`config.mk`:
```
export PLATFORM = sky130hd
export DESIGN_NAME = pdc_host
export DESIGN_NICKNAME = d
export VERILOG_FILES = /design/src/pdc_pkg.sv /design/src/pdc_host.sv /design/src/pdc_delay.sv
export SDC_FILE = /design/constraint.sdc
export NUM_CORES = 1
export LEC_CHECK = 0
export ABC_AREA = 0
export CAP_MARGIN = 20
export CORE_UTILIZATION = 63
export CTS_CLUSTER_DIAMETER = 100
export DETAILED_ROUTE_END_ITERATION = 16
export DONT_BUFFER_PORTS = 1
export PLACE_DENSITY = 0.76
export SLEW_MARGIN = 20
export SYNTH_ARGS = -nofsm -noshare
export SYNTH_HDL_FRONTEND = slang
export SYNTH_SLANG_ARGS = --single-unit
```
`constraint.sdc`:
```
create_clock -name sys_clk_i -period 3.09 [get_ports sys_clk_i]
set_input_delay 0.618 -clock sys_clk_i [delete_from_list [all_inputs] [get_ports sys_clk_i]]
set_output_delay 0.618 -clock sys_clk_i [all_outputs]
set_load 0.05 [all_outputs]
```
`src/pdc_pkg.sv`:
```
// Purpose: Shared constants for the parallel converter host controller.
// Assumes: 200 MHz system clock, classic Wishbone register port.
// Notes: Register offsets are byte addresses of 32-bit words.
package pdc_pkg;
  localparam int SYS_CLK_MHZ = 200;
  localparam int WAKE_DELAY_NS = 2500;
  localparam int WAKE_CYCLES = (WAKE_DELAY_NS * SYS_CLK_MHZ) / 1000;
  localparam int STROBE_CYCLES = 4;
  localparam logic [3:0] ADR_CTRL = 4'h0;
  localparam logic [3:0] ADR_DATA = 4'h4;
  localparam logic [3:0] ADR_CMD = 4'h8;
  localparam logic [3:0] ADR_STAT = 4'hC;
  localparam int CTRL_RESET_LEVEL_SELECT_BIT = 0;
  localparam int CTRL_PD_LO_BIT = 1;
  localparam int CTRL_PD_HI_BIT = 2;
  localparam int CTRL_FMT_BIT = 3;
  localparam int CMD_WRITE_BIT = 0;
  localparam int CMD_LOAD_BIT = 1;
  localparam int CMD_RESET_BIT = 2;
  localparam int CMD_READ_BIT = 3;
  localparam int STAT_BUSY_BIT = 0;
  localparam int STAT_WAKE_BIT = 1;
  localparam logic [3:0] CTRL_RESET = 4'h0;
  localparam logic [15:0] MIN_SCALE_USB = 16'h0000;
  localparam logic [15:0] MIN_SCALE_BTC = 16'h8000;
  localparam logic [15:0] MID_SCALE_USB = 16'h8000;
  localparam logic [15:0] MID_SCALE_BTC = 16'h0000;
  localparam logic [15:0] FULL_SCALE_BTC = 16'h7FFF;
  typedef enum logic [6:0] {
    PDC_IDLE = 7'h01,
    PDC_SETUP = 7'h02,
    PDC_SEL = 7'h04,
    PDC_HOLD = 7'h08,
    PDC_LOAD = 7'h10,
    PDC_RST = 7'h20,
    PDC_GAP = 7'h40
  } pdc_state_t;
endpackage

```
`src/pdc_host.sv`:
```
// Purpose: Host controller that drives a 16-bit parallel-input converter through its pins.
// Assumes: Pins are synchronous to sys_clk_i; software talks over classic Wishbone.
// Notes: The converter itself is outside; this block only sequences its pins.
//
// The Wishbone slave port and the register addresses are this design's own decisions.
module pdc_host import pdc_pkg::*; #(
  parameter int DATA_W = 16
) (
  // Clock and reset
  input wire logic sys_clk_i,
  input wire logic resetn_i,
  // Wishbone slave
  input wire logic wb_cyc_i,
  input wire logic wb_stb_i,
  input wire logic wb_we_i,
  input wire logic [3:0] wb_adr_i,
  input wire logic [3:0] wb_sel_i,
  input wire logic [31:0] wb_dat_i,
  output logic [31:0] wb_dat_o,
  output logic wb_ack_o,
  // Converter data port
  input wire logic [DATA_W-1:0] dac_data_i,
  output logic [DATA_W-1:0] dac_data_o,
  output logic dac_data_oe_n_o,
  // Converter control pins
  output logic dac_select_n_o,
  output logic dac_read_write_o,
  output logic output_load_strobe_o,
  output logic output_reset_strobe_o,
  output logic reset_level_select_o,
  output logic powerdown_select_hi_o,
  output logic powerdown_select_lo_o,
  output logic code_format_select_o
);
  pdc_state_t state, next_state;
  logic [3:0] ctrl;
  logic [DATA_W-1:0] wr_data;
  logic [DATA_W-1:0] rd_data;
  logic [7:0] tcnt;
  logic do_read, do_load, do_reset;
  logic ack;
  logic pd_prev;
  logic wake_busy;

  wire bus_req = wb_cyc_i && wb_stb_i && !ack;
  wire wr_req = bus_req && wb_we_i && wb_sel_i[0];
  wire wr_ctrl = wr_req && (wb_adr_i == ADR_CTRL);
  wire wr_data_reg = wr_req && (wb_adr_i == ADR_DATA);
  wire wr_cmd = wr_req && (wb_adr_i == ADR_CMD) && (state == PDC_IDLE);
  wire busy = (state != PDC_IDLE);
  wire pd_now = ctrl[CTRL_PD_HI_BIT] | ctrl[CTRL_PD_LO_BIT];
  wire wake_start = pd_prev && !pd_now;
  wire tdone = (tcnt == 8'(STROBE_CYCLES - 1));
  wire [3:0] cmd = wb_dat_i[3:0];

  // Read mux; unmapped addresses read as zero.
  wire [31:0] rd_mux =
    (wb_adr_i == ADR_CTRL) ? {28'h0000000, ctrl} :
    (wb_adr_i == ADR_DATA) ? {16'h0000, wr_data} :
    (wb_adr_i == ADR_CMD) ? {16'h0000, rd_data} :
    (wb_adr_i == ADR_STAT) ? {30'h00000000, wake_busy, busy} : 32'h00000000;

  pdc_delay #(.COUNT(WAKE_CYCLES)) u_wake (
    .sys_clk_i(sys_clk_i),
    .resetn_i(resetn_i),
    .start_i(wake_start),
    .busy_o(wake_busy)
  );

  always_ff @(posedge sys_clk_i or negedge resetn_i) begin
    if (!resetn_i) begin
      ack <= 1'b0;
      wb_dat_o <= 32'h00000000;
    end else begin
      ack <= bus_req;
      if (bus_req) begin
        wb_dat_o <= rd_mux;
      end
    end
  end
  assign wb_ack_o = ack;

  // Mode pins are static levels that software may change at any time.
  always_ff @(posedge sys_clk_i or negedge resetn_i) begin
    if (!resetn_i) begin
      ctrl <= CTRL_RESET;
      wr_data <= 16'h0000;
      pd_prev <= 1'b0;
    end else begin
      pd_prev <= pd_now;
      if (wr_ctrl) begin
        ctrl <= wb_dat_i[3:0];
      end
      if (wr_data_reg) begin
        wr_data <= wb_dat_i[DATA_W-1:0];
      end
    end
  end
  assign reset_level_select_o = ctrl[CTRL_RESET_LEVEL_SELECT_BIT];
  assign powerdown_select_hi_o = ctrl[CTRL_PD_HI_BIT];
  assign powerdown_select_lo_o = ctrl[CTRL_PD_LO_BIT];
  assign code_format_select_o = ctrl[CTRL_FMT_BIT];

  always_ff @(posedge sys_clk_i or negedge resetn_i) begin
    if (!resetn_i) begin
      state <= PDC_IDLE;
      tcnt <= 8'h00;
      do_read <= 1'b0;
      do_load <= 1'b0;
      do_reset <= 1'b0;
      rd_data <= 16'h0000;
    end else begin
      state <= next_state;
      tcnt <= (next_state != state) ? 8'h00 : tcnt + 8'h01;
      if (wr_cmd) begin
        do_read <= cmd[CMD_READ_BIT];
        do_load <= cmd[CMD_LOAD_BIT];
        do_reset <= cmd[CMD_RESET_BIT];
      end
      if (state == PDC_HOLD && do_read && tdone) begin
        rd_data <= dac_data_i;
      end
    end
  end

  always_comb begin
    next_state = state;
    case (state)
      PDC_IDLE: begin
        if (wr_cmd && (cmd[CMD_WRITE_BIT] || cmd[CMD_READ_BIT])) begin
          next_state = PDC_SETUP;
        end else if (wr_cmd && cmd[CMD_LOAD_BIT]) begin
          next_state = PDC_LOAD;
        end else if (wr_cmd && cmd[CMD_RESET_BIT]) begin
          next_state = PDC_RST;
        end
      end
      PDC_SETUP: if (tdone) next_state = PDC_SEL;
      PDC_SEL: if (tdone) next_state = PDC_HOLD;
      PDC_HOLD: begin
        if (tdone) begin
          next_state = do_load ? PDC_LOAD : (do_reset ? PDC_RST : PDC_GAP);
        end
      end
      PDC_LOAD: if (tdone) next_state = do_reset ? PDC_RST : PDC_GAP;
      PDC_RST: if (tdone) next_state = PDC_GAP;
      PDC_GAP: if (tdone) next_state = PDC_IDLE;
      default: next_state = PDC_IDLE;
    endcase
  end

  // Select pulses low through SEL and HOLD; write data is driven from SETUP through HOLD.
  wire in_xfer = (state == PDC_SETUP) || (state == PDC_SEL) || (state == PDC_HOLD);
  assign dac_select_n_o = !((state == PDC_SEL) || (state == PDC_HOLD));
  assign dac_read_write_o = in_xfer && do_read;
  assign dac_data_oe_n_o = !(in_xfer && !do_read);
  assign dac_data_o = wr_data;
  assign output_load_strobe_o = (state == PDC_LOAD) && tcnt[1];
  assign output_reset_strobe_o = (state == PDC_RST) && tcnt[1];

  property p_sel_pulse;
    @(posedge sys_clk_i) disable iff (!resetn_i)
      $fell(dac_select_n_o) |-> !dac_select_n_o [*8] ##1 dac_select_n_o;
  endproperty
  a_sel_pulse: assert property (p_sel_pulse) else $error("select pulse length wrong");

  property p_data_stable;
    @(posedge sys_clk_i) disable iff (!resetn_i)
      !dac_select_n_o && !dac_read_write_o |-> !dac_data_oe_n_o && $stable(dac_data_o);
  endproperty
  a_data_stable: assert property (p_data_stable) else $error("write data not held");

  property p_load_after_write;
    @(posedge sys_clk_i) disable iff (!resetn_i)
      $rose(output_load_strobe_o) |-> dac_select_n_o && $past(state, 3) != PDC_SEL;
  endproperty
  a_load_after_write: assert property (p_load_after_write) else $error("load overlaps select");

  property p_reset_edge;
    @(posedge sys_clk_i) disable iff (!resetn_i)
      $rose(output_reset_strobe_o) |-> output_reset_strobe_o [*2] ##1 !output_reset_strobe_o;
  endproperty
  a_reset_edge: assert property (p_reset_edge) else $error("reset strobe shape wrong");

  property p_rst_sel_stable;
    @(posedge sys_clk_i) disable iff (!resetn_i)
      output_reset_strobe_o |-> reset_level_select_o == ctrl[CTRL_RESET_LEVEL_SELECT_BIT];
  endproperty
  a_rst_sel_stable: assert property (p_rst_sel_stable) else $error("reset level wrong");

  property p_wake;
    @(posedge sys_clk_i) disable iff (!resetn_i)
      wake_start |=> wake_busy;
  endproperty
  a_wake: assert property (p_wake) else $error("wake delay not started");

  property p_read_no_drive;
    @(posedge sys_clk_i) disable iff (!resetn_i)
      dac_read_write_o |-> dac_data_oe_n_o;
  endproperty
  a_read_no_drive: assert property (p_read_no_drive) else $error("bus driven during read");

  property p_idle_float;
    @(posedge sys_clk_i) disable iff (!resetn_i)
      state == PDC_IDLE |-> dac_select_n_o && dac_data_oe_n_o && !output_load_strobe_o;
  endproperty
  a_idle_float: assert property (p_idle_float) else $error("pins active while idle");
endmodule // pdc_host

```
`src/pdc_delay.sv`:
```
// Purpose: Counts a fixed wait after a start pulse.
// Assumes: Start is a one-cycle pulse in the system clock domain.
// Notes: A new start restarts the wait.
module pdc_delay import pdc_pkg::*; #(
  parameter int COUNT = 500
) (
  // Clock and reset
  input wire logic sys_clk_i,
  input wire logic resetn_i,
  // Control
  input wire logic start_i,
  output logic busy_o
);
  localparam int CW = $clog2(COUNT + 1);
  logic [CW-1:0] cnt;
  always_ff @(posedge sys_clk_i or negedge resetn_i) begin
    if (!resetn_i) begin
      cnt <= '0;
    end else if (start_i) begin
      cnt <= CW'(COUNT);
    end else if (cnt != '0) begin
      cnt <= cnt - 1'b1;
    end
  end
  assign busy_o = (cnt != '0);
endmodule // pdc_delay

```
==> flow_summary.ini, run 1 <==
[critical_path]
start_kind = register
r2r_slack_ns = 0.82
slowest_stage = nor4_1
end_kind = primary output
cp_max_fo = 9
cp_cell_sequence = nor4_1, a21oi_1, or2_2
path_class = register to primary output
required_ns = 2.47
slowest_delay_ns = 0.52
arrival_ns = 1.93

[synth]
synth-edff-count = 0
yosysUniqueCellTypes = 50
synth_top_area_cell = dfrtp_1
synthArstFlopShare = 1.00
avgSynthCellArea_um2 = 11.3
ys.warnings.count = 0
synth_ff_type = dfrtp_1
yosys-top-cells-area = dfrtp_1, mux2_2, nor2_1, mux2_4, buf_4
seq_area_frac_synth = 0.524
synth_top_area_share = 0.517
yosysMostFrequentCell = dfrtp_1
synth_seq_cells = 81
syn_area_um2 = 3870
synth_cells = 343
synthTopCellsByCount = dfrtp_1, nor2_1, mux2_2

[detailed_routing]
ant_nets = 0
drcViolationCount = 0
vias = 2608
first_pass_iters = 4
drt-initial-drc-count = 160
viasPerCell = 6.09
wl_per_cell_um = 18.1
routed_wl_um = 7770

[global_route]
antenna_found_initial = 0
grt_pass1_vias = 2613
grt_use_met1 = 0.341
overflow = 0
grt_max_degree = 81
grt_pass1_wl_um = 12700
met2_usage = 0.411
track_usage = 0.264
top_usage_layer = met2
grtUsageMet3 = 0.0830

[layout]
fin_area_um2 = 4180
drive_gt1_frac = 0.215
synthToLayoutAreaGrowth_pct = 8.08
nets = 411
layoutNonFillerInstCount = 428
fill_cells = 449
post-route-util = 0.706
diodes = 0

[die]
dieArea_um2 = 6460
core_region_area_um2 = 5920
die_w_um = 80.4
die_height_um = 80.4
io_pins = 119
rows = 28
start_util = 0.654

[timing]
tightestPinTransition_ns = 0.622
setup_viol = 0
post-route-min-period_ns = 2.55
hold_viol = 0
slew_headroom = 0.580
fin_crit_sh = 0.825
fin_skew_ns = 0.00874
setup_tns_ns = 0
max_freq_ghz = 0.392
rsz0062_at_grt = no
slew_viol_final = 0

[pwr]
ir_drop_mv = 0.393
p_leak_uw = 0.00193
powerDensity_nw_per_um2 = 690

[clocking]
insertion_delay_ns = 0.35
cts_resized = 0
cts_setup_buffers = 0
cts.sinks = 81
clock_path_buffers = 2
clk_pin_slew_worst_paths_ns = 0.08
ctsHoldBuffers = 1
cts_max_level = 3
cts_buffers = 9
cts_root_buffer = clkbuf_8
cts_tree = built

[placed_design]
hpwl_um = 5450
gp_congestion = 0.812
placed_cell_area_um2 = 3920
placedCellCount = 411
port_buffers = 0

[job]
maxCapViolCount = 0

[outcome]
status = complete, no violations

[hold_path]
hold_path_class = input port to asynchronous set/reset pin
[critical path: cells and delay by family (launching register included)]
family,cells,cell delay (ns)
AOI/OAI and AO/OA,1,0.16
DFF,1,0.47
and+or+nand+nor,2,0.96
[state kept, by name, summed over array words and instances (netlist names)]
signal,count
u_wake.cnt,9
do_read,1
ctrl,4
pd_prev,1
rd_data,16
wb_ack_o,1
do_load,1
tcnt,8
wb_dat_o,16
dac_data_o,16
do_reset,1
state,7
[cell usage in the layout, fill, tap and decap left out, types with 9 or more instances in the layout]
cell type  count
a221oi_1      12
buf_4          9
clkbuf_8      11
conb_1        16
dfrtp_1       80
mux2_2        29
mux2_4        10
nand2_1       19
nand3_1       12
nor2_1        42
xor2_1        11
[stage by stage]
stage,power [µW],setup WS [ns],hold WS [ns]
6_report,2890,0.540,0.110
3_5_place_dp,1990,0.830,0.324
3_3_place_gp,1970,0.847,0.324
5_1_grt,3030,0.410,0.0939
4_1_cts,2900,0.527,0.0994
2_1_floorplan,1900,0.235,0.322
[where the power goes]
group | internal, µW | switching [µW]
combinational | 210 | 261
sequential | 1210 | 317
clock | 504 | 385
[layout make-up]
| class | count | area, µm² | area share |
|---|---|---|---|
| clock buffers | 11 | 151 | 0.0362 |
| clock inverters | 5 | 85.1 | 0.0203 |
| inverters | 8 | 30.0 | 0.00718 |
| multi-input cells | 238 | 1700 | 0.406 |
| flip-flops and latches | 81 | 2030 | 0.485 |
| well taps | 75 | 93.8 | 0.0224 |
| repair buffers | 10 | 95.1 | 0.0227 |
[worst paths after layout]
check,to,cells past startpoint,start
max in group asynchronous,state[2]$_DFF_PN0_,1,resetn_i
setup reg to reg,state[2]$_DFF_PN0_,6,tcnt[5]$_DFF_PN0_
hold / removal,state[0]$_DFF_PN1_,0,resetn_i
hold reg to reg,rd_data[15]$_DFFE_PN0P_,1,rd_data[15]$_DFFE_PN0P_
min in group sys_clk_i,rd_data[12]$_DFFE_PN0P_,1,dac_data_i[12]
setup / recovery,dac_data_oe_n_o,3,state[6]$_DFF_PN0_
[layer usage]
metal	part of all wire	routed length (µm)	vias up
met5	0	0	-
met4	0.017	129	0
met3	0.087	679	14
met2	0.49	3770	113
met1	0.41	3180	1286
li1	-	-	1195
[kinds of logic (layout without fill, tap and decap cells)]
logic type               Yosys count  in the layout  synth area share
AO/OA/AOI/OAI                     44             44            0.0812
XOR/XNOR                          14             14            0.0317
adder cells (fa/ha/maj)            2              2           0.00647
buffers and inverters             39             34            0.0559
flip-flops                        81             81             0.524
multiplexers                      45             45             0.142
other                              1             16          0.000969
AND/OR/NAND/NOR                  117            117             0.158
Note: power is estimated with default switching activity, not from simulation.
==> run 2: changes to the inputs <==
==> constraint.sdc (replaced) <==
create_clock -name sys_clk_i -period 2.5 [get_ports sys_clk_i]
set_input_delay 0.5 -clock sys_clk_i [delete_from_list [all_inputs] [get_ports sys_clk_i]]
set_output_delay 0.5 -clock sys_clk_i [all_outputs]
set_load 0.05 [all_outputs]
==> run 2 against run 1 <==
  * First-iteration DRC count is 16% lower
  * Power increased by 17%
  * Via count increased by 0.54%
  * Sequential cell count stayed put
==> flow_summary.ini, run 2 (same netlist as run 1, synthesis figures left out) <==
[outcome]
status = complete, no violations

[detailed_routing]
wl_per_cell_um = 18.4
routed_wl_um = 7910
ant_nets = 0
drt-initial-drc-count = 135
first_pass_iters = 4
vias = 2622
viasPerCell = 6.10
drcViolationCount = 0

[critical_path]
cp_max_fo = 8
cp_cell_sequence = nor2_1, and4_1, and2_1
slowest_delay_ns = 0.50
rr_worst_depth = 5
cp.depth = 3
r2r_slack_ns = 0.25
slowest_stage = dfrtp_1
path_class = register to primary output
crit_family = simple AND/OR/NAND/NOR gates
required_ns = 2.00
start_kind = register
end_kind = primary output
crit_buf_inv = 0
arrival_ns = 1.88

[pwr]
powerDensity_nw_per_um2 = 814
ir_drop_mv = 0.453
totalPowerFinal_uw = 3380
p_leak_uw = 0.00191

[clocking]
clock_path_buffers = 2
clk_pin_slew_worst_paths_ns = 0.09
cts_root_buffer = clkbuf_8
cts_tree = built
cts.sinks = 81
cts_max_level = 3
insertion_delay_ns = 0.35
cts_buffers = 9

[timing]
fin_skew_ns = 0.0129
setup_tns_ns = 0
slew_viol_final = 0
post-route-min-period_ns = 2.38
setup_viol = 0
fin_ws_ns = 0.120
fin_crit_sh = 0.952
hold_viol = 0
rsz0062_at_grt = no
max_freq_ghz = 0.420
slew_headroom = 0.613
tightestPinTransition_ns = 0.580
timing.hold.ws_ns = 0.0515

[global_route]
track_usage = 0.267
grt_pass1_vias = 2622
grt_pass1_wl_um = 12800
overflow = 0
grt_max_degree = 82
antenna_found_initial = 0

[layout]
final_cell_mix = dfrtp_1, nor2_1, mux2_2
drive_gt1_frac = 0.223
diodes = 0
fill_cells = 452
nets = 413
final_common_cell = dfrtp_1
synthToLayoutAreaGrowth_pct = 7.47

[die]
die_w_um = 80.4
start_util = 0.654
die_height_um = 80.4
rows = 28
io_pins = 119
dieArea_um2 = 6460
core_region_area_um2 = 5920

[placed_design]
hpwl_um = 5480
port_buffers = 0
gp_congestion = 0.871
dpl_worst_slack_ns = 0.262

[job]
maxCapViolCount = 0

[hold_path]
hold_path_class = input port to asynchronous set/reset pin
## run 2: area by class of cell
| type | count | area [µm²] | area share |
|---|---|---|---|
| tap | 75 | 93.8 | 0.0226 |
| timing repair buffer | 12 | 110 | 0.0265 |
| inverter | 8 | 30.0 | 0.00722 |
| clock inverter | 6 | 51.3 | 0.0123 |
| multi-input combinational | 238 | 1710 | 0.411 |
| clock buffer | 10 | 138 | 0.0331 |
| sequential | 81 | 2030 | 0.488 |
## run 2: stage by stage
stage | utilization | cell area [µm²] | cells
after floorplan | - | 3930 | 358
after global placement | 0.664 | 3930 | 413
after detailed placement | 0.664 | 3930 | 413
after CTS | 0.701 | 4150 | 430
after global routing | 0.702 | 4160 | 430
final | 0.702 | 4160 | 430
## run 2: metal layers
metal / GRT usage / share of wire / wire, µm
met1: 0.347 / 0.43 / 3430
met2: 0.421 / 0.47 / 3750
met3: 0.0773 / 0.072 / 573
met4: 0.105 / 0.020 / 157
met5: 0 / 0 / 0
## run 2: what timing repair did
| action | CTS | global route |
|---|---|---|
| resized for setup | 0 | 2 |
| hold buffers | 1 | 0 |
| hold endpoints to repair | 81 | 0 |
| endpoints found under the setup margin | 0 | 2 |
| buffers inserted | 0 | 0 |
## run 2: final timing paths
check / from / to
worst min register to register: rd_data[0]$_DFFE_PN0P_ / rd_data[0]$_DFFE_PN0P_
worst max-delay path: state[4]$_DFF_PN0_ / output_reset_strobe_o
worst min-delay path: resetn_i / state[2]$_DFF_PN0_
worst max register to register: u_wake.cnt[4]$_DFFE_PN0P_ / wb_dat_o[1]$_DFFE_PN0N_
min in group sys_clk_i: dac_data_i[14] / rd_data[14]$_DFFE_PN0P_
max in group asynchronous: resetn_i / state[0]$_DFF_PN1_
## run 2: power by group
part,internal (µW),leakage [µW],switching [µW]
sequential,1490,0.00102,391
clock,400,0.0000870,495
combinational,272,0.000805,334
==> run 3: changes to the inputs <==
--- a/config.mk
+++ b/config.mk
@@ -15,4 +15,5 @@
 export SLEW_MARGIN = 20
 export SYNTH_ARGS = -nofsm -noshare
 export SYNTH_HDL_FRONTEND = slang
+export SYNTH_HIERARCHICAL = 1
 export SYNTH_SLANG_ARGS = --single-unit
==> run 3 against run 2 <==
  * Largest power group unchanged
  * Largest cell class unchanged
  * The flow now finishes with violations (negative setup slack)
  * Sequential cell count unchanged
  * Synthesized cell count up 1.7%
  * Cell area grew 6.6%
==> flow_summary.ini, run 3 <==
[outcome]
status = finished, violations left
violations = negative setup slack

[synth]
synth_ff_type = dfrtp_1
syn_area_um2 = 3970
synthArstFlopShare = 1.00
avgSynthCellArea_um2 = 11.4
ys.warnings.count = 6
synth-edff-count = 0
yosys-top-cells-area = dfrtp_1, mux2_2, nor2_1, mux2_4, buf_4
synthTopCellsByCount = dfrtp_1, nor2_1, mux2_2
seq_area_frac_synth = 0.511
synth_cells = 349
synth_top_area_share = 0.505
yosysUniqueCellTypes = 58
yosysMostFrequentCell = dfrtp_1
synth_top_area_cell = dfrtp_1
synth_seq_cells = 81

[detailed_routing]
first_pass_iters = 4
ant_nets = 0
drt-initial-drc-count = 202
viasPerCell = 6.24
routed_wl_um = 8330
drcViolationCount = 0
wl_per_cell_um = 18.4
vias = 2820

[pwr]
powerDensity_nw_per_um2 = 819
totalPowerFinal_uw = 3630
ir_drop_mv = 0.710
p_leak_uw = 0.00202

[placed_design]
port_buffers = 0
gp_congestion = 0.857
hpwl_um = 5680

[critical_path]
end_kind = primary output
slowest_delay_ns = 0.57
path_class = register to primary output
required_ns = 2.00
slowest_stage = or4b_4
rr_worst_depth = 8
reg2reg_to = rd_data[5]$_DFFE_PN0P_
cp.depth = 6
setup.worst_path.start = state[4]$_DFF_PN0_
cp_max_fo = 3
arrival_ns = 2.12
worstReg2RegStart = state[1]$_DFF_PN0_
start_kind = register
crit_family = simple AND/OR/NAND/NOR gates
crit_buf_inv = 2
critPathMostFrequentCell = buf_4
r2r_slack_ns = 0.06
cp_cell_sequence = buf_4, buf_4, or4b_4, nor2_4, nor2b_4, or2_4

[global_route]
track_usage = 0.270
grt_pass1_wl_um = 13100
overflow = 0
grt_max_degree = 82
antenna_found_initial = 0
grt_pass1_vias = 2696

[die]
io_pins = 119
die_height_um = 81.4
dieArea_um2 = 6620
rows = 28
core_region_area_um2 = 5990
start_util = 0.662
die_w_um = 81.4

[layout]
drive_gt1_frac = 0.289
multi_input_area_um2 = 1850
synthToLayoutAreaGrowth_pct = 11.8
diodes = 0
fill_cells = 416
regArea_um2 = 2030
nets = 436
final_common_cell = dfrtp_1
final_cell_mix = dfrtp_1, nor2_1, mux2_2

[timing]
fin_skew_ns = 0.00548
post-route-min-period_ns = 2.62
slew_headroom = 0.573
tightestPinTransition_ns = 0.635
setup_viol = 2
max_freq_ghz = 0.382
hold_viol = 0
setup_tns_ns = -0.190
fin_ws_ns = -0.115
slew_viol_final = 0
rsz0062_at_grt = yes
fin_crit_sh = 1.05

[job]
maxCapViolCount = 0

[clocking]
clock_path_buffers = 2
cts_max_level = 3
clk_pin_slew_worst_paths_ns = 0.08
cts_buffers = 9
cts_tree = built
insertion_delay_ns = 0.35
cts_root_buffer = clkbuf_8
cts.sinks = 81

[hold_path]
hold_path_class = input port to asynchronous set/reset pin
-- run 3: cell count changes after synthesis, sizes merged, moves of 5 or more --
cell,previous run,this run
clkbuf,12,5
nand2,19,10
xor2,11,4
nor2,43,48
o21ai,7,14
buf,19,24
-- run 3: what timing repair did --
| action | 4_1_cts | 5_1_grt |
|---|---|---|
| endpoints found under the hold margin | 81 | 0 |
| pin swaps | 2 | 4 |
| hold buffers | 1 | 0 |
| gates resized for setup | 7 | 4 |
| setup endpoints to repair | 3 | 4 |
| buffers inserted | 6 | 3 |
-- run 3: cell type report --
type,count,share of cell area
Clock buffer,10,0.0288
Clock inverter,5,0.0127
Inverter,7,0.00593
Multi-Input combinational cell,247,0.417
Sequential cell,81,0.458
Tap cell,75,0.0212
Timing Repair Buffer,27,0.0567
-- run 3: worst max-delay path by stage --
stage / endpoint / slack, ns
after global placement: dac_data_oe_n_o / 0.13
after detailed placement: dac_data_oe_n_o / 0.12
final: dac_data_oe_n_o / -0.12
after global routing: dac_data_oe_n_o / -0.16
after floorplan: dac_data_oe_n_o / 0.07
after CTS: dac_data_oe_n_o / -0.15
-- run 3: per-layer routing --
| metal | global-route usage | wire [µm] | up-vias | part of all wire |
|---|---|---|---|---|
| met1 | 0.353 | 3580 | 1380 | 0.43 |
| met4 | 0.141 | 206 | 0 | 0.025 |
| met2 | 0.403 | 3790 | 143 | 0.46 |
| met5 | 0 | 0 | - | 0 |
| met3 | 0.0843 | 747 | 18 | 0.090 |
| li1 | - | - | 1279 | - |
-- run 3: through the flow --
stage | util | cells | hold WS, ns | area (µm²) | worst slack [ns]
final | 0.740 | 452 | 0.0178 | 4430 | -0.115
after CTS | 0.734 | 449 | 0.0492 | 4390 | -0.148
after global routing | 0.740 | 452 | 0.0603 | 4430 | -0.163
after detailed placement | 0.687 | 427 | 0.206 | 4120 | 0.124
after floorplan | - | 364 | 0.204 | 4040 | 0.0685
after global placement | 0.687 | 427 | 0.206 | 4120 | 0.131
-- run 3: cells by family (layout without fill, tap and decap cells) --
group                      Yosys count  after routing  synth area share
AOI/OAI and AO/OA                   54             54            0.0971
xor gates and xnor gates             8              8            0.0177
adders and majority gates            2              2           0.00631
buffers and inverters               36             49            0.0533
DFF                                 81             81             0.511
muxes                               44             44             0.136
other                                1             16          0.000945
and+or+nand+nor                    123            123             0.178
-- run 3: report_power, final --
part           internal (µW)  switching [µW]
Clock                    456             464
Sequential              1510             439
Combinational            338             425
